`src/crs_defs.vh`:
```
// Constants for the processor register set block
// Overview of operation
// - Thirteen registers, seven duplicated in two banks
// - Four 16-bit data regs, all byte-splittable
// - Data pairs concatenate into 32-bit operands
// - Address regs as data, pointers, 32-bit pair
// - 16-bit frame base register
// - 20-bit instruction pointer
// - 20-bit vector table base register
// - Two stack pointers, flag selects active one
// - 16-bit static base register
// - Flag word holds eleven implemented bits
// - Bit 0 captures carry, borrow, shift-out
// - Bit 1 single-step, cleared on acknowledge
// - Bit 2 set on zero result
// - Bit 3 set on negative result
// - Bit 4 selects register bank
// - Bit 5 set on overflow
// - Bit 6 gates interrupts, cleared on acknowledge
// - Bit 7 stack select, cleared on interrupt or trap 0-31
// - Bits 8 to 11 reserved
// - Bits 12 to 14 hold priority level
// - Priority level three bits, levels 0-7
// - Accept interrupt only above current level
// - Bit 15 reserved
`ifndef CRS_DEFS_VH
`define CRS_DEFS_VH
// Register indices (word offset = index * 4)
`define CRS_IDX_DAT0  4'h0
`define CRS_IDX_DAT1  4'h1
`define CRS_IDX_DAT2  4'h2
`define CRS_IDX_DAT3  4'h3
`define CRS_IDX_ADR0  4'h4
`define CRS_IDX_ADR1  4'h5
`define CRS_IDX_FRM   4'h6
`define CRS_IDX_IPTR  4'h7
`define CRS_IDX_VTB   4'h8
`define CRS_IDX_USTK  4'h9
`define CRS_IDX_ISTK  4'ha
`define CRS_IDX_SBASE 4'hb
`define CRS_IDX_FLAGS 4'hc
`define CRS_IDX_SP    4'hd
`define CRS_IDX_IRQ   4'he
// Flag word fields
`define CRS_F_C       0
`define CRS_F_D       1
`define CRS_F_Z       2
`define CRS_F_S       3
`define CRS_F_B       4
`define CRS_F_O       5
`define CRS_F_I       6
`define CRS_F_U       7
`define CRS_F_LVL_LO  12
`define CRS_F_LVL_HI  14
`define CRS_FLAG_MASK 16'h70ff
`define CRS_FLAG_RST  16'h0000
`define CRS_TRAP_LAST 6'h1f
`endif

```
`src/crs_regset.v`:
```
// Processor register set with flag word and register bus
//
// Chosen here: the Wishbone register port and the register addresses.
`timescale 1ns/10ps
`include "crs_defs.vh"
module crs_regset (
  // Clock and reset
  input  wire        clk,
  input  wire        rst_n,
  // Wishbone slave
  input  wire        wb_cyc_i,
  input  wire        wb_stb_i,
  input  wire        wb_we_i,
  input  wire [5:0]  wb_adr_i,
  input  wire [3:0]  wb_sel_i,
  input  wire [31:0] wb_dat_i,
  output reg  [31:0] wb_dat_o,
  output reg         wb_ack_o,
  output reg         wb_err_o,
  // Core write port
  input  wire        core_we,
  input  wire [3:0]  core_idx,
  input  wire [1:0]  core_byte_en,
  input  wire [19:0] core_wdata,
  input  wire        core_long_we,
  input  wire [1:0]  core_long_sel,
  input  wire [31:0] core_long_wdata,
  input  wire        pc_load,
  input  wire [19:0] pc_next,
  // ALU status
  input  wire        alu_upd,
  input  wire        alu_carry,
  input  wire        alu_zero,
  input  wire        alu_neg,
  input  wire        alu_ovf,
  // Interrupt sequencing
  input  wire        insn_done,
  input  wire        irq_req,
  input  wire [2:0]  irq_level,
  input  wire        irq_ack,
  input  wire        trap_exec,
  input  wire [5:0]  trap_num,
  input  wire        step_ack,
  // Register views
  output reg  [31:0] long_data_pair_low,
  output reg  [31:0] long_data_pair_high,
  output reg  [31:0] long_addr_pair,
  output reg  [15:0] frame_base_reg,
  output reg  [15:0] static_base_reg,
  output reg  [15:0] active_stack_ptr,
  output reg  [19:0] instr_pointer,
  output reg  [19:0] vector_table_base,
  output reg  [15:0] processor_flag_word,
  output reg         irq_accept,
  output reg         step_irq
);

  // Banked registers: bank*7 + index (data 0-3, address 0-1, frame)
  reg [15:0] bank_q [0:13];
  reg [15:0] ustk_q;
  reg [15:0] istk_q;
  reg [15:0] sbase_q;
  reg [19:0] iptr_q;
  reg [19:0] vtb_q;
  reg [15:0] flag_q;
  reg [15:0] flag_d;

  wire       bsel = flag_q[`CRS_F_B];
  wire [3:0] boff = bsel ? 4'h7 : 4'h0;

  wire bus_req = wb_cyc_i & wb_stb_i & ~wb_ack_o & ~wb_err_o;
  wire [3:0] bus_idx = wb_adr_i[5:2];
  wire bus_map = (bus_idx <= `CRS_IDX_IRQ);
  wire bus_wr = bus_req & wb_we_i & bus_map;
  wire [15:0] bus_w16 = {wb_sel_i[1] ? wb_dat_i[15:8] : 8'h00,
                         wb_sel_i[0] ? wb_dat_i[7:0]  : 8'h00};

  // Read mux of current bank view
  reg [31:0] rd_val;
  always @* begin
    rd_val = 32'h0000_0000;
    case (bus_idx)
      `CRS_IDX_DAT0, `CRS_IDX_DAT1, `CRS_IDX_DAT2, `CRS_IDX_DAT3,
      `CRS_IDX_ADR0, `CRS_IDX_ADR1, `CRS_IDX_FRM:
        rd_val = {16'h0000, bank_q[boff + bus_idx]};
      `CRS_IDX_IPTR:  rd_val = {12'h000, iptr_q};
      `CRS_IDX_VTB:   rd_val = {12'h000, vtb_q};
      `CRS_IDX_USTK:  rd_val = {16'h0000, ustk_q};
      `CRS_IDX_ISTK:  rd_val = {16'h0000, istk_q};
      `CRS_IDX_SBASE: rd_val = {16'h0000, sbase_q};
      `CRS_IDX_FLAGS:
        rd_val = {16'h0000, flag_q & `CRS_FLAG_MASK};
      `CRS_IDX_SP:
        rd_val = {16'h0000, flag_q[`CRS_F_U] ? ustk_q : istk_q};
      `CRS_IDX_IRQ:  rd_val = {30'h0000_0000, step_irq, irq_accept};
      default:       rd_val = 32'h0000_0000;
    endcase
  end

  // Bus slave: one-cycle ack, err for unmapped
  always @(posedge clk) begin
    if (!rst_n) begin
      wb_ack_o <= 1'b0;
      wb_err_o <= 1'b0;
      wb_dat_o <= 32'h0000_0000;
    end else begin
      wb_ack_o <= bus_req & bus_map;
      wb_err_o <= bus_req & ~bus_map;
      wb_dat_o <= (bus_req & bus_map & ~wb_we_i) ? rd_val : 32'h0000_0000;
    end
  end

  // Per-entry write logic for banked registers
  genvar g;
  generate
    for (g = 0; g < 14; g = g + 1) begin : g_bank
      localparam integer GI = g % 7;
      wire       gb = (g >= 7);
      wire [3:0] gi = GI[3:0];
      wire       hit_core = core_we & (gb == bsel) & (core_idx == gi);
      wire       hit_bus = bus_wr & (gb == bsel) & (bus_idx == gi);
      wire       lp_lo = (gi == 4'h0) | (gi == 4'h2);
      wire       lp_hi = (gi == 4'h1) | (gi == 4'h3);
      wire       lp_ad = (gi == 4'h4) | (gi == 4'h5);
      wire       hi_half = (gi == 4'h2) | (gi == 4'h3) | (gi == 4'h5);
      wire       hit_long = core_long_we & (gb == bsel) &
                   ((core_long_sel == 2'h0 & lp_lo) |
                    (core_long_sel == 2'h1 & lp_hi) |
                    (core_long_sel == 2'h2 & lp_ad));
      always @(posedge clk) begin
        if (!rst_n) begin
          bank_q[g] <= 16'h0000;
        end else if (hit_long) begin
          bank_q[g] <= hi_half ? core_long_wdata[31:16]
                               : core_long_wdata[15:0];
        end else if (hit_core) begin
          if (core_byte_en[1])
            bank_q[g][15:8] <= core_wdata[15:8];
          if (core_byte_en[0])
            bank_q[g][7:0] <= core_wdata[7:0];
        end else if (hit_bus) begin
          if (wb_sel_i[1])
            bank_q[g][15:8] <= wb_dat_i[15:8];
          if (wb_sel_i[0])
            bank_q[g][7:0] <= wb_dat_i[7:0];
        end
      end
    end
  endgenerate

  // Shared registers, unaffected by bank select
  wire core16 = core_we & (core_byte_en == 2'h3);
  always @(posedge clk) begin
    if (!rst_n) begin
      ustk_q  <= 16'h0000;
      istk_q  <= 16'h0000;
      sbase_q <= 16'h0000;
      iptr_q  <= 20'h00000;
      vtb_q   <= 20'h00000;
    end else begin
      if (core16 & core_idx == `CRS_IDX_USTK)
        ustk_q <= core_wdata[15:0];
      else if (bus_wr & bus_idx == `CRS_IDX_USTK)
        ustk_q <= bus_w16;
      else if (core16 & core_idx == `CRS_IDX_SP & flag_q[`CRS_F_U])
        ustk_q <= core_wdata[15:0];
      if (core16 & core_idx == `CRS_IDX_ISTK)
        istk_q <= core_wdata[15:0];
      else if (bus_wr & bus_idx == `CRS_IDX_ISTK)
        istk_q <= bus_w16;
      else if (core16 & core_idx == `CRS_IDX_SP & ~flag_q[`CRS_F_U])
        istk_q <= core_wdata[15:0];
      if (core16 & core_idx == `CRS_IDX_SBASE)
        sbase_q <= core_wdata[15:0];
      else if (bus_wr & bus_idx == `CRS_IDX_SBASE)
        sbase_q <= bus_w16;
      if (pc_load)
        iptr_q <= pc_next;
      else if (bus_wr & bus_idx == `CRS_IDX_IPTR)
        iptr_q <= wb_dat_i[19:0];
      if (core16 & core_idx == `CRS_IDX_VTB)
        vtb_q <= core_wdata;
      else if (bus_wr & bus_idx == `CRS_IDX_VTB)
        vtb_q <= wb_dat_i[19:0];
    end
  end

  // Flag word next value
  wire irq_ok = irq_req & flag_q[`CRS_F_I] &
                (irq_level > flag_q[`CRS_F_LVL_HI:`CRS_F_LVL_LO]);
  wire trap_lo = trap_exec & (trap_num <= `CRS_TRAP_LAST);
  always @* begin
    flag_d = flag_q;
    if (core16 & core_idx == `CRS_IDX_FLAGS)
      flag_d = core_wdata[15:0];
    else if (bus_wr & bus_idx == `CRS_IDX_FLAGS)
      flag_d = bus_w16;
    if (alu_upd) begin
      flag_d[`CRS_F_C] = alu_carry;
      flag_d[`CRS_F_Z] = alu_zero;
      flag_d[`CRS_F_S] = alu_neg;
      flag_d[`CRS_F_O] = alu_ovf;
    end
    if (step_ack)
      flag_d[`CRS_F_D] = 1'b0;
    if (irq_ack) begin
      flag_d[`CRS_F_I] = 1'b0;
      flag_d[`CRS_F_U] = 1'b0;
    end
    if (trap_lo)
      flag_d[`CRS_F_U] = 1'b0;
    flag_d = flag_d & `CRS_FLAG_MASK;
  end

  always @(posedge clk) begin
    if (!rst_n)
      flag_q <= `CRS_FLAG_RST;
    else
      flag_q <= flag_d;
  end

  // Registered views
  always @(posedge clk) begin
    if (!rst_n) begin
      long_data_pair_low  <= 32'h0000_0000;
      long_data_pair_high <= 32'h0000_0000;
      long_addr_pair      <= 32'h0000_0000;
      frame_base_reg      <= 16'h0000;
      static_base_reg     <= 16'h0000;
      active_stack_ptr    <= 16'h0000;
      instr_pointer       <= 20'h00000;
      vector_table_base   <= 20'h00000;
      processor_flag_word <= 16'h0000;
      irq_accept          <= 1'b0;
      step_irq            <= 1'b0;
    end else begin
      long_data_pair_low  <= {bank_q[boff + 4'h2],
                              bank_q[boff]};
      long_data_pair_high <= {bank_q[boff + 4'h3],
                              bank_q[boff + 4'h1]};
      long_addr_pair      <= {bank_q[boff + 4'h5],
                              bank_q[boff + 4'h4]};
      frame_base_reg      <= bank_q[boff + 4'h6];
      static_base_reg     <= sbase_q;
      active_stack_ptr    <= flag_q[`CRS_F_U] ? ustk_q : istk_q;
      instr_pointer       <= iptr_q;
      vector_table_base   <= vtb_q;
      processor_flag_word <= flag_q;
      irq_accept          <= irq_ok;
      step_irq            <= insn_done & flag_q[`CRS_F_D];
    end
  end

endmodule

```
`config.mk`:
```
export PLATFORM = sky130hd
export DESIGN_NAME = crs_regset
export DESIGN_NICKNAME = d
export VERILOG_FILES = /design/src/crs_regset.v
export VERILOG_INCLUDE_DIRS = /design/src
export SDC_FILE = /design/constraint.sdc
export NUM_CORES = 1
export LEC_CHECK = 0
export BUFFER_PORTS_ARGS = -buffer_cell sky130_fd_sc_hd__buf_2
export CAP_MARGIN = 25
export CORE_MARGIN = 2
export CORE_UTILIZATION = 25
export DETAILED_ROUTE_END_ITERATION = 16
export GPL_TIMING_DRIVEN = 1
export PLACE_DENSITY = 0.38
export SYNTH_ARGS = -nofsm -noshare
export SYNTH_HDL_FRONTEND = slang
export SYNTH_SLANG_ARGS = --single-unit
```
`constraint.sdc`:
```
create_clock -name clk -period 3.5 [get_ports clk]
set_input_delay 0.35 -clock clk [delete_from_list [all_inputs] [get_ports clk]]
set_output_delay 0.35 -clock clk [all_outputs]
set_load 0.05 [all_outputs]
```
# Word-level counts from Yosys, hierarchy flattened
# Memory sizes are Yosys's and may differ from the RTL's. A register that Yosys moved wholly into a read port is not among the register bits.
# Index checks and enable logic that the tools add are counted.
[word_totals] n_memories=1 mem_bits_rw=224 out_inout_bits=236 input_bits=149 wordCells=581 reg_bits=223
[memory_table] name="bank_q" words=14 width=16 read_ports=8 rd_clocked_by_memory_dff=7 wr=14 line="crs_regset.v:59" source="reg [15:0] bank_q [0:13];"
[classes] eq_ne=29 addsub=7 muxes=357 n_reduce_logical=22 n_lt_le_gt_ge=3 n_bitwise=142
[op_table] op="$mux W8" count=58
[op_table] op="$mux W16" count=21
[op_table] op="$mux W1" count=269
[op_table] op="$pmux W20 S9" count=1
[op_table] op="$mux W20" count=4
[op_table] op="$or A1 B1 Y1" count=68
[op_table] op="$and A1 B1 Y1" count=67
[op_table] op="$eq A4 B4 Y1 const B" count=13
[op_table] op="$mux W15" count=2
[op_table] op="$eq A4 B3 Y1 const B" count=7
[op_table] op="$eq A4 B2 Y1 const B" count=4
[op_table] op="$add A3 B3 Y4 const B" count=3
[op_table] op="$reduce_bool A3 Y1" count=3
[op_table] op="$add A3 B2 Y4 const B" count=2
[op_table] op="$eq A4 B1 Y1 const B" count=2
[op_table] op="$logic_not A4 Y1" count=2
[op_table] op="$reduce_bool A2 Y1" count=4
[op_table] op="$logic_not A1 Y1" count=7
[op_table] op="$not A1 Y1" count=7
[op_table] op="$reduce_or A7 Y1" count=1
[op_table] op="$le A6 B5 Y1 const B" count=1
[op_table] op="$add A3 B1 Y4 const B" count=1
[op_table] op="$add A3 B4 Y4" count=1
[op_table] op="$eq A2 B2 Y1 const B" count=2
[op_table] op="9 further kinds" count=10

# Depth between registers and ports, before layout
# Gate-level depths: netlist of run 1.
[depth] word_depth=13 mapped_depth=10 depth_no_buf=8

# Worst setup path after synthesis of run 1
# OpenSTA, ideal clock, no wires.
[synth_path] kind="input to register" startpoint="in wb_adr_i[3]" endpoint="reg wb_dat_o[5]" path_buffers=3 slack_ns=0.857 t_arrival_ns=2.507 stages=10 setup_time_ns=0.136 required_time_ns=3.364 path_cell_list="clkbuf_1 inv_1 fa_1 xor2_1 and2_1 clkbuf_1 clkbuf_1 a22oi_1 a21oi_1 o32ai_1"
[synth_via] elab_chain_len=4 word_cells_on_any_way=23 cone_classes="1 x add/sub; 1 x order compare; 14 x eq/ne; 1 x mux; 2 x bitwise; 3 x reduce/logical; 1 x memory"
[synth_lines] element="start: declaration" line="crs_regset.v:14" source="input wire [5:0] wb_adr_i,"
[synth_lines] element="parallel branches: the longest is 4 deep, another holds $mem_v2 Z14 W16"
[synth_lines] element="end signal: assignment" line="crs_regset.v:109" source="wb_dat_o <= (bus_req & bus_map & ~wb_we_i) ? rd_val : 32'h0000_0000;"
[synth_lines] element="end: declaration" line="crs_regset.v:17" source="output reg [31:0] wb_dat_o,"
# Several ways; the timed one is not identified.
# A chain may end at the register's enable or synchronous reset.

# Worst setup path after layout of run 1
[layout_path] startpoint="reg flag_q[4]" endpoint="reg wb_dat_o[1]"
[layout_via] elab_chain_len=4
[layout_lines] element="start: declaration" line="crs_regset.v:65" source="reg [15:0] flag_q;"
[layout_lines] element="start signal: assignment" line="crs_regset.v:217" source="flag_q <= `CRS_FLAG_RST;"
[layout_lines] element="start signal: assignment" line="crs_regset.v:219" source="flag_q <= flag_d;"
[layout_lines] element="$mux W3" line="crs_regset.v:69" source="wire [3:0] boff = bsel ? 4'h7 : 4'h0;"
[layout_lines] element="$add A3 B4 Y4" line="crs_regset.v:85" source="rd_val = {16'h0000, bank_q[boff + bus_idx]};"
[layout_lines] element="$mem_v2 Z14 W16"
[layout_lines] element="$pmux W20 S9" line="crs_regset.v:82" source="case (bus_idx)"
# No other way between the ends.

==> flow_metrics.py, run 1 <==
metrics = {
    "outcome": {
        "status": "completed",
    },
    "sta": {
        "relSlewSlack": 0.316,
        "fmax_ghz": 0.330,
        "tightest_slew_ns": 1.03,
        "finClkSkew_ns": 0.0193,
        "setup_slack_ns": 0.472,
        "fin_crit_sh": 0.865,
        "whs_ns": 0.0667,
        "drv_slew": 0,
        "rsz0062_at_grt": "false",
        "hold_viol": 0,
        "fin_tns_setup_ns": 0,
        "setup_violations": 0,
        "period_minus_slack_ns": 3.03,
    },
    "final_layout": {
        "final_common_cell": "buf_2",
        "finalNonFillerCells": 4301,
        "nets": 3019,
        "final_cell_mix": "345 x buf_2, 317 x dfxtp_1, 251 x o21ai_0, 236 x mux2i_1, 224 x edfxtp_1",
        "postLayoutCoreUtil": 0.312,
        "fin_area_sq_mm": 0.0323,
        "regMostFlops": "bank_q",
        "drive_above_1_share": 0.222,
        "largest_reg_flops": 224,
        "syn2layout_area_growth_pct": 23.6,
    },
    "route": {
        "wl_um": 123000,
        "num_vias": 22802,
        "firstDrtPassIters": 5,
        "ant_nets": 0,
        "post-route-drc-count": 0,
        "drt-vias-per-instance": 5.30,
        "drt_iter0_drc": 2659,
        "wire_per_inst_um": 28.7,
    },
    "yosys": {
        "synth_top_area_cell": "edfxtp_1",
        "ys_ff_latch": 542,
        "yosys_most_used_dff": "dfxtp_1",
        "postSynth.asyncResetShare": 0,
        "yosys-top-cells-area": "edfxtp_1 26%, dfxtp_1 24%, mux2i_1 9.1%",
        "yosys.area.top_type_share": 0.258,
        "synth_area_per_cell_sq_um": 10.4,
        "syn_area_sq_mm": 0.0261,
        "ys_types": 71,
        "synth_edf_count": 224,
        "synth_cells": 2515,
        "ys_seq_area_frac": 0.502,
        "yosys_warnings": 0,
    },
    "floorplanning": {
        "core_sq_mm": 0.103,
        "die_h_um": 327,
        "fp-row-count": 118,
        "die_w_um": 327,
        "io_pins": 385,
        "die-area_sq_mm": 0.107,
        "initial_utilization": 0.252,
    },
    "place": {
        "dpl.hpwl_um": 93000,
        "port_buffers": 346,
        "dp_cells": 4143,
        "pre_cts_ws_ns": 0.449,
        "place_congestion": 0.923,
        "dpl_cell_area_sq_mm": 0.0297,
    },
    "global_routing": {
        "grt_pass1_wl_um": 173000,
        "grt_antenna_before_repair": 17,
        "grt.overflow.total": 0,
        "grt_max_degree": 117,
        "grt_usage": 0.224,
        "grt_pass1_vias": 22435,
    },
    "clocking": {
        "insertion_delay_ns": 0.64,
        "h-tree-depth": 3,
        "cts_setup_buffers": 0,
        "cts.path.max_buffers": 3,
        "clk_pin_slew_ns": 0.06,
        "cts-root-buf": "clkbuf_16",
        "cts_sinks": 542,
        "cts_tree": "built",
        "cts_buffers": 70,
    },
    "power_and_ir_drop": {
        "vdd_drop_max_v": 0.000301,
        "power_mw": 16.1,
        "power.leakage_nw": 12.4,
        "p_per_area_mw_per_mm2": 498,
    },
    "setup_path": {
        "r2r_end": "wb_dat_o[1]$_SDFF_PN0_",
        "endpoint_kind": "flip-flop",
        "reg2reg_slack_ns": 0.47,
        "rr_worst_depth": 7,
        "cp.required_ns": 3.97,
        "cp_max_fo": 32,
        "r2r-start": "flag_q[4]$_SDFFE_PN0P_",
        "cp-start-kind": "flip-flop",
        "path_class": "reg -> reg",
        "cp.arrival_ns": 3.50,
    },
    "hold_path": {
        "worstHoldEndpoint": "iptr_q[18]$_SDFFE_PN0P_",
        "min_from": "pc_next[18]",
        "whs_path_depth": 3,
        "hold_path_class": "in -> reg",
    },
    "run": {
        "timing.max_cap.violations": 0,
    },
}
[cell families after synthesis]
| family | Yosys count | synth area share |
|---|---|---|
| XOR/XNOR | 2 | 0.000671 |
| AO/OA/AOI/OAI | 801 | 0.210 |
| buffers and inverters | 280 | 0.0459 |
| AND/OR/NAND/NOR | 625 | 0.132 |
| other | 1 | 0.000144 |
| adder cells (fa/ha/maj) | 7 | 0.00364 |
| flip-flops | 542 | 0.502 |
| multiplexers | 257 | 0.106 |
[synthesized netlist by cell type, types with 40 or more instances]
| master | count |
|---|---|
| o211a_1 | 45 |
| and2_1 | 72 |
| dfxtp_1 | 318 |
| nand2_1 | 161 |
| nor2b_1 | 148 |
| a22oi_1 | 208 |
| nor2_1 | 81 |
| buf_2 | 46 |
| edfxtp_1 | 224 |
| o21ai_0 | 251 |
| clkbuf_1 | 161 |
| o211ai_1 | 65 |
| mux2i_1 | 236 |
| a21oi_1 | 76 |
| nand3_1 | 40 |
[cell type report]
| type | count | area, sq um |
|---|---|---|
| antenna | 6 | 15.0 |
| clock buffer | 95 | 2030 |
| clock inverter | 29 | 278 |
| fill | 10764 | 71200 |
| inverter | 37 | 139 |
| multi-input combinational | 1709 | 11900 |
| sequential | 542 | 13100 |
| tap | 1380 | 1730 |
| timing repair buffer | 503 | 3050 |
[repair_timing]
item                                   CTS  global route
resized for setup                        0             0
endpoints found under the hold margin   24             0
hold buffers                            27             0
[per-layer routing]
metal,vias to the layer above,track usage,part of all wire
li1,10124,-,-
met1,11288,0.321,0.46
met2,1190,0.329,0.42
met3,184,0.0578,0.091
met4,16,0.0635,0.023
met5,-,0,0.00079
[worst max path at each step]
stage	start	to	slack, ns	cells after the start
CTS	flag_q[4]$_SDFFE_PN0P_	wb_dat_o[12]$_SDFF_PN0_	0.43	7
global placement	flag_q[4]$_SDFFE_PN0P_	wb_dat_o[12]$_SDFF_PN0_	0.47	7
global route	flag_q[4]$_SDFFE_PN0P_	wb_dat_o[13]$_SDFF_PN0_	0.31	7
finish	flag_q[4]$_SDFFE_PN0P_	wb_dat_o[1]$_SDFF_PN0_	0.47	7
floorplan	wb_adr_i[3]	wb_dat_o[5]$_SDFF_PN0_	0.86	10
detailed placement	flag_q[4]$_SDFFE_PN0P_	wb_dat_o[12]$_SDFF_PN0_	0.45	7
[worst max-delay path, cell delays in order, from the launching register on]
cell     delay, ns
dfxtp_4       0.43
buf_4         0.52
ha_1          0.39
xor2_2        0.18
nor2_2        0.78
a22oi_1       0.15
a21oi_1       0.29
o32ai_1       0.11
[report_power, final]
part | switching, mW | leakage [nW] | internal, mW
clock network | 2.91 | 1.14 | 4.42
logic | 1.27 | 6.39 | 0.470
registers | 0.176 | 4.92 | 6.82
total | 4.36 | 12.4 | 11.7
(Power assumes the default switching activity.)
==> run 2, diff against run 1 <==
- ABC_CLOCK_PERIOD_IN_PS: not set -> 2900
- CTS_CLUSTER_DIAMETER: not set -> 100
- clock period: 3.5 -> 2.9 ns (I/O delays scaled with it)
==> run 2 against run 1 <==
  * Cell count grew 1.7%
  * Critical path depth rose by 1
  * Worst setup slack got worse by 0.36 ns
  * Combinational power increased by 28%
  * Wire length grew 1.7%
  * Total power is 24% higher
  * Sequential share of layout area fell by 1.2 points
  * Sequential power is 21% higher
  * Clock skew up 0.0095 ns
  * Global-route usage rose by 0.42 points
  * Highest routed layer unchanged
==> flow_metrics.py, run 2 (same netlist as run 1, synthesis figures left out) <==
metrics = {
    "outcome": {
        "status": "completed",
    },
    "setup_path": {
        "cp.required_ns": 3.40,
        "path_buf_inv": 2,
        "reg2reg_slack_ns": 0.12,
        "crit_path_cell_trace": "ha_2, inv_1, fa_4, buf_12, mux2i_1, a22oi_1, a21oi_1, o32ai_1",
        "r2r_end": "wb_dat_o[2]$_SDFF_PN0_",
        "path_class": "reg -> reg",
        "rr_worst_depth": 8,
        "cp_max_fo": 40,
        "r2r-start": "flag_q[4]$_SDFFE_PN0P_",
        "max_stage_delay_ns": 0.80,
        "cpMaxStageDelayCell": "fa_4",
        "cp-start-kind": "flip-flop",
        "cp.arrival_ns": 3.28,
        "critPathTopFamily": "adder cells",
        "endpoint_kind": "flip-flop",
    },
    "power_and_ir_drop": {
        "combPwrFrac": 0.112,
        "p_int_mw": 14.4,
        "switching_share": 0.275,
        "vdd_drop_max_v": 0.000329,
        "power.switching_mw": 5.46,
        "pwr-share-clk": 0.463,
        "power.leakage_nw": 12.9,
        "seq_power_share": 0.425,
        "p_per_area_mw_per_mm2": 597,
    },
    "sta": {
        "setup_violations": 0,
        "drv_slew": 0,
        "fin_crit_sh": 0.960,
        "finClkSkew_ns": 0.0288,
        "rsz0062_at_grt": "false",
        "relSlewSlack": 0.365,
        "fmax_ghz": 0.359,
        "period_minus_slack_ns": 2.78,
        "hold_viol": 0,
        "fin_tns_setup_ns": 0,
        "tightest_slew_ns": 0.947,
    },
    "place": {
        "place_congestion": 0.905,
        "dpl.hpwl_um": 94000,
        "port_buffers": 346,
    },
    "final_layout": {
        "final_common_cell": "buf_2",
        "regMostFlops": "bank_q",
        "drive_above_1_share": 0.241,
        "fill_cells": 10636,
        "nets": 3088,
        "syn2layout_area_growth_pct": 27.3,
        "final_cell_mix": "346 x buf_2, 317 x dfxtp_1, 251 x o21ai_0, 236 x mux2i_1, 224 x edfxtp_1",
        "largest_reg_flops": 224,
        "postLayoutCoreUtil": 0.321,
    },
    "hold_path": {
        "worstHoldEndpoint": "bank_q[13][5]$_DFFE_PP_",
        "min_from": "wb_dat_i[5]",
        "hold_path_class": "in -> reg",
        "whs_path_depth": 2,
    },
    "floorplanning": {
        "die-area_sq_mm": 0.107,
        "die_w_um": 327,
        "core_sq_mm": 0.103,
        "io_pins": 385,
        "die_h_um": 327,
        "fp-row-count": 118,
        "initial_utilization": 0.252,
    },
    "route": {
        "wl_um": 125000,
        "ant_nets": 0,
        "wire_per_inst_um": 28.7,
        "firstDrtPassIters": 6,
        "drt_iter0_drc": 2365,
        "num_vias": 23165,
        "drt-vias-per-instance": 5.29,
        "post-route-drc-count": 0,
    },
    "clocking": {
        "cts_tree": "built",
        "insertion_delay_ns": 0.65,
        "cts_sinks": 542,
        "clk_pin_slew_ns": 0.06,
        "cts-root-buf": "clkbuf_16",
        "cts_buffers": 71,
        "cts.path.max_buffers": 3,
        "h-tree-depth": 3,
    },
    "global_routing": {
        "grt.overflow.total": 0,
        "grt_antenna_before_repair": 20,
        "grt_max_degree": 71,
        "grt_pass1_wl_um": 176000,
        "grt_usage": 0.228,
        "grt_pass1_vias": 22653,
    },
    "run": {
        "timing.max_cap.violations": 0,
    },
}
-- run 2: cell count changes in the layout (fill, tap and decap cells not counted), sizes merged --
cell,previous run,this run
bufinv,5,2
diode,6,5
dlygate4sd3,27,33
inv,39,47
clkinvlp,2,3
buf,475,536
clkinv,20,13
clkbuf,96,105
-- run 2: metal layers --
metal	vias to the layer above	global-route usage	wire (um)
li1	10265	-	-
met1	11496	0.334	58200
met2	1199	0.333	52700
met3	187	0.0538	11300
met4	18	0.0604	3020
met5	-	0	119
-- run 2: worst max-delay path by stage --
stage | startpoint | endpoint | slack (ns) | cells after the start
after CTS | flag_q[4]$_SDFFE_PN0P_ | wb_dat_o[8]$_SDFF_PN0_ | 0.16 | 9
after floorplan | wb_err_o$_SDFF_PN0_ | bank_q[11][0]$_DFFE_PP_ | 0.31 | 4
after global placement | wb_adr_i[2] | wb_dat_o[8]$_SDFF_PN0_ | 0.10 | 10
after detailed placement | wb_adr_i[2] | wb_dat_o[8]$_SDFF_PN0_ | 0.11 | 10
after global routing | flag_q[4]$_SDFFE_PN0P_ | bank_q[1][12]$_DFFE_PP_ | 0.0009 | 9
final | flag_q[4]$_SDFFE_PN0P_ | wb_dat_o[2]$_SDFF_PN0_ | 0.12 | 8
-- run 2: layout make-up --
class	count	area, sq um	area share
tap	1380	1730	0.0520
clock inverter	28	225	0.00678
sequential	542	13100	0.394
clock buffer	103	2210	0.0665
antenna	5	12.5	0.000377
inverter	37	139	0.00418
multi-input combinational	1709	12000	0.360
timing repair buffer	571	3860	0.116
-- run 2: timing repair --
item                       in CTS  in global routing
hold buffers                   33                  0
setup endpoints to repair       0                  1
setup buffers                   0                  0
hold endpoints to repair       28                  0
resized for setup               0                  1
-- run 2: power groups by stage --
stage / Combinational (mW) / Clock (mW) / Sequential [mW]
global route: 2.33 / 9.75 / 8.45
floorplan: 0.879 / 0 / 8.83
CTS: 2.21 / 9.44 / 8.43
finish: 2.22 / 9.20 / 8.43
global placement: 2.15 / 0 / 8.59
detailed placement: 2.17 / 0 / 8.59
-- run 2: metrics by stage --
step           power, mW  worst slack [ns]  hold WS [ns]  cells  instance area, sq um
2_1_floorplan       9.71             0.306         0.415   2531                 26200
3_3_place_gp        10.7             0.101         0.470   4203                 30400
4_1_cts             20.1             0.161       0.00886   4369                 33200
5_1_grt             20.5          0.000947        0.0471   4371                 33200
6_report            19.8             0.117        0.0420   4375                 33200
3_5_place_dp        10.8             0.105         0.477   4205                 30400
==> run 3, diff against run 2 <==
- ABC_AREA: not set -> 1
- CAP_MARGIN: 25 -> 5
==> run 3 against run 2 <==
  * Critical path depth increased by 4
  * Total power increased by 2.9%
  * Critical endpoint is now wb_dat_o[4]$_SDFF_PN0_
  * Worst hold slack lost 0.0028 ns
  * Clock power rose by 4.5%
  * Non-clock buffer count fell by 11
==> flow_metrics.py, run 3 <==
metrics = {
    "outcome": {
        "status": "completed",
    },
    "power_and_ir_drop": {
        "pwr-share-clk": 0.471,
        "power.switching_mw": 5.84,
        "combPwrFrac": 0.119,
        "vdd_drop_max_v": 0.000381,
        "p_per_area_mw_per_mm2": 587,
        "p_int_mw": 14.6,
        "seq_power_share": 0.410,
        "power_mw": 20.4,
        "switching_share": 0.286,
        "power.leakage_nw": 16.1,
    },
    "setup_path": {
        "path_class": "reg -> reg",
        "rr_worst_depth": 12,
        "reg2reg_slack_ns": 0.34,
        "max_stage_delay_ns": 0.68,
        "cp-start-kind": "flip-flop",
        "crit_path_cell_trace": "clkinv_2, fa_2, inv_2, buf_12, nand2_1, nand3_1, nand2_1, nand2_1, nand2_1, nand2_1, nand3_1, a21oi_1",
        "cp_max_fo": 30,
        "r2r-start": "flag_q[4]$_SDFFE_PN0P_",
        "r2r_end": "wb_dat_o[4]$_SDFF_PN0_",
        "crit_top_cell": "nand2_1",
        "cpMaxStageDelayCell": "fa_2",
        "cp.arrival_ns": 3.08,
        "endpoint_kind": "flip-flop",
        "cp.required_ns": 3.43,
    },
    "final_layout": {
        "area.sequential_sq_mm": 0.0131,
        "largest_reg_flops": 224,
        "regMostFlops": "bank_q",
        "multi_input_area_sq_mm": 0.0125,
        "final_common_cell": "nand2_1",
        "nets": 4407,
        "drive_above_1_share": 0.180,
        "final_cell_mix": "1043 x nand2_1, 682 x nor2_1, 356 x o21ai_0, 345 x buf_2, 317 x dfxtp_1",
        "syn2layout_area_growth_pct": 25.5,
        "postLayoutCoreUtil": 0.315,
        "finalNonFillerCells": 5803,
        "fill_cells": 12281,
    },
    "global_routing": {
        "grt_usage": 0.268,
        "grt_pass1_wl_um": 214000,
        "grt_antenna_before_repair": 19,
        "grt.overflow.total": 0,
        "grt_max_degree": 106,
        "grt_pass1_vias": 27611,
    },
    "clocking": {
        "clk_pin_slew_ns": 0.06,
        "cts_resized": 0,
        "postCtsHoldBufs": 35,
        "cts_setup_buffers": 0,
        "insertion_delay_ns": 0.66,
        "h-tree-depth": 3,
        "cts.path.max_buffers": 3,
        "cts_tree": "built",
        "cts_buffers": 72,
        "cts_sinks": 542,
        "cts-root-buf": "clkbuf_16",
    },
    "yosys": {
        "yosysMostFrequentCell": "nand2_1",
        "synth_top_area_cell": "edfxtp_1",
        "ys_ff_latch": 542,
        "synth-xor-area-share": 0,
        "ys_types": 41,
        "yosys_most_used_dff": "dfxtp_1",
        "syn_area_sq_mm": 0.0277,
        "synth_adder_area_share": 0.00344,
        "synth_edf_count": 224,
        "yosys.area.top_type_share": 0.243,
        "synth_top_family_by_area": "simple AND/OR/NAND/NOR gates",
        "synth_commonest_cells": "1043 x nand2_1, 685 x nor2_1, 356 x o21ai_0",
        "synthMuxAreaShare": 0.00145,
        "synth_cells": 3827,
        "ys_seq_area_frac": 0.473,
        "yosys-top-cells-area": "edfxtp_1 24%, dfxtp_1 23%, nand2_1 14%",
        "synthSimpleGateAreaFrac": 0.310,
        "postSynth.asyncResetShare": 0,
        "synth_area_per_cell_sq_um": 7.23,
        "synth_compound_area_frac": 0.134,
        "yosys_warnings": 0,
    },
    "route": {
        "wl_um": 155000,
        "num_vias": 28673,
        "firstDrtPassIters": 6,
        "post-route-drc-count": 0,
        "drt-vias-per-instance": 4.94,
        "wire_per_inst_um": 26.8,
        "drt_iter0_drc": 2829,
        "ant_nets": 0,
    },
    "hold_path": {
        "min_from": "wb_dat_i[18]",
        "hold_path_class": "in -> reg",
        "worstHoldEndpoint": "vtb_q[18]$_SDFFE_PN0P_",
        "whs_path_depth": 5,
    },
    "sta": {
        "period_minus_slack_ns": 2.56,
        "setup_violations": 0,
        "fin_tns_setup_ns": 0,
        "relSlewSlack": 0.379,
        "rsz0062_at_grt": "false",
        "hold_viol": 0,
        "fin_crit_sh": 0.881,
        "fmax_ghz": 0.391,
        "tightest_slew_ns": 0.930,
        "finClkSkew_ns": 0.0369,
        "setup_slack_ns": 0.344,
        "drv_slew": 0,
    },
    "place": {
        "pre_cts_ws_ns": 0.346,
        "port_buffers": 346,
        "dpl.hpwl_um": 118000,
        "dp_cells": 5630,
        "place_congestion": 0.954,
    },
    "floorplanning": {
        "io_pins": 385,
        "core_sq_mm": 0.110,
        "die-area_sq_mm": 0.113,
        "initial_utilization": 0.251,
        "die_h_um": 337,
        "fp-row-count": 122,
        "die_w_um": 337,
    },
    "run": {
        "timing.max_cap.violations": 0,
    },
}
[run 3: changes by cell type in the layout (fill, tap and decap cells not counted), moves of 105 or more]
cell	previous run	this run
nand2_1	161	1043
nor2_1	74	682
inv_1	37	276
mux2i_1	236	4
nand3_1	40	205
nor2b_1	148	0
a22oi_1	208	82
o21ai_0	251	356
[run 3: kinds of logic after synthesis]
kind of cell    count (synthesis)
buf+inv                       539
mux                             4
other cells                     1
simple gates                 2065
flops                         542
fa+ha+maj                       7
compound gates                669
[run 3: power groups by stage]
stage	Sequential (mW)	Combinational [mW]	Clock (mW)
global placement	8.53	2.38	0
floorplan	8.75	0.973	0
finish	8.36	2.43	9.61
detailed placement	8.52	2.37	0
CTS	8.36	2.42	9.83
global route	8.38	2.56	10.1
[run 3: area by class of cell]
class | instances | share of cell area
clock inverter | 29 | 0.0110
sequential | 542 | 0.377
antenna | 8 | 0.000576
timing repair buffer | 560 | 0.103
inverter | 313 | 0.0338
multi-input combinational | 2762 | 0.360
clock buffer | 101 | 0.0610
tap | 1488 | 0.0536
[run 3: worst max-delay path: cells and delay by family (launching register included)]
family	cells	cell delay, ns
AND/OR/NAND/NOR	7	0.69
AO/OA/AOI/OAI	1	0.09
adder cells (fa/ha/maj)	1	0.68
buffers and inverters	3	0.45
flip-flops	1	0.49
[run 3: metal layers]
layer  share of wire  track usage
met5         0.00072            0
met4           0.035       0.0939
met3           0.066       0.0382
met2            0.47        0.439
met1            0.43        0.359
[run 3: stage by stage]
stage	area (sq um)	hold slack, ns
finish	34700	0.0392
global route	34700	0.0599
CTS	34700	0.00404
detailed placement	31900	0.430
global placement	31900	0.423
floorplan	27700	0.402
[run 3: worst max path at each step]
| stage | startpoint | endpoint | slack (ns) | depth (start not counted) |
|---|---|---|---|---|
| final | flag_q[4]$_SDFFE_PN0P_ | wb_dat_o[4]$_SDFF_PN0_ | 0.34 | 12 |
| after global routing | wb_ack_o$_SDFF_PN0_ | flag_q[2]$_SDFFE_PN0P_ | 0.22 | 11 |
| after CTS | flag_q[4]$_SDFFE_PN0P_ | wb_dat_o[4]$_SDFF_PN0_ | 0.37 | 12 |
| after detailed placement | wb_adr_i[2] | wb_dat_o[4]$_SDFF_PN0_ | 0.35 | 14 |
| after global placement | wb_adr_i[2] | wb_dat_o[4]$_SDFF_PN0_ | 0.34 | 14 |
| after floorplan | flag_q[4]$_SDFFE_PN0P_ | wb_dat_o[1]$_SDFF_PN0_ | 0.38 | 14 |
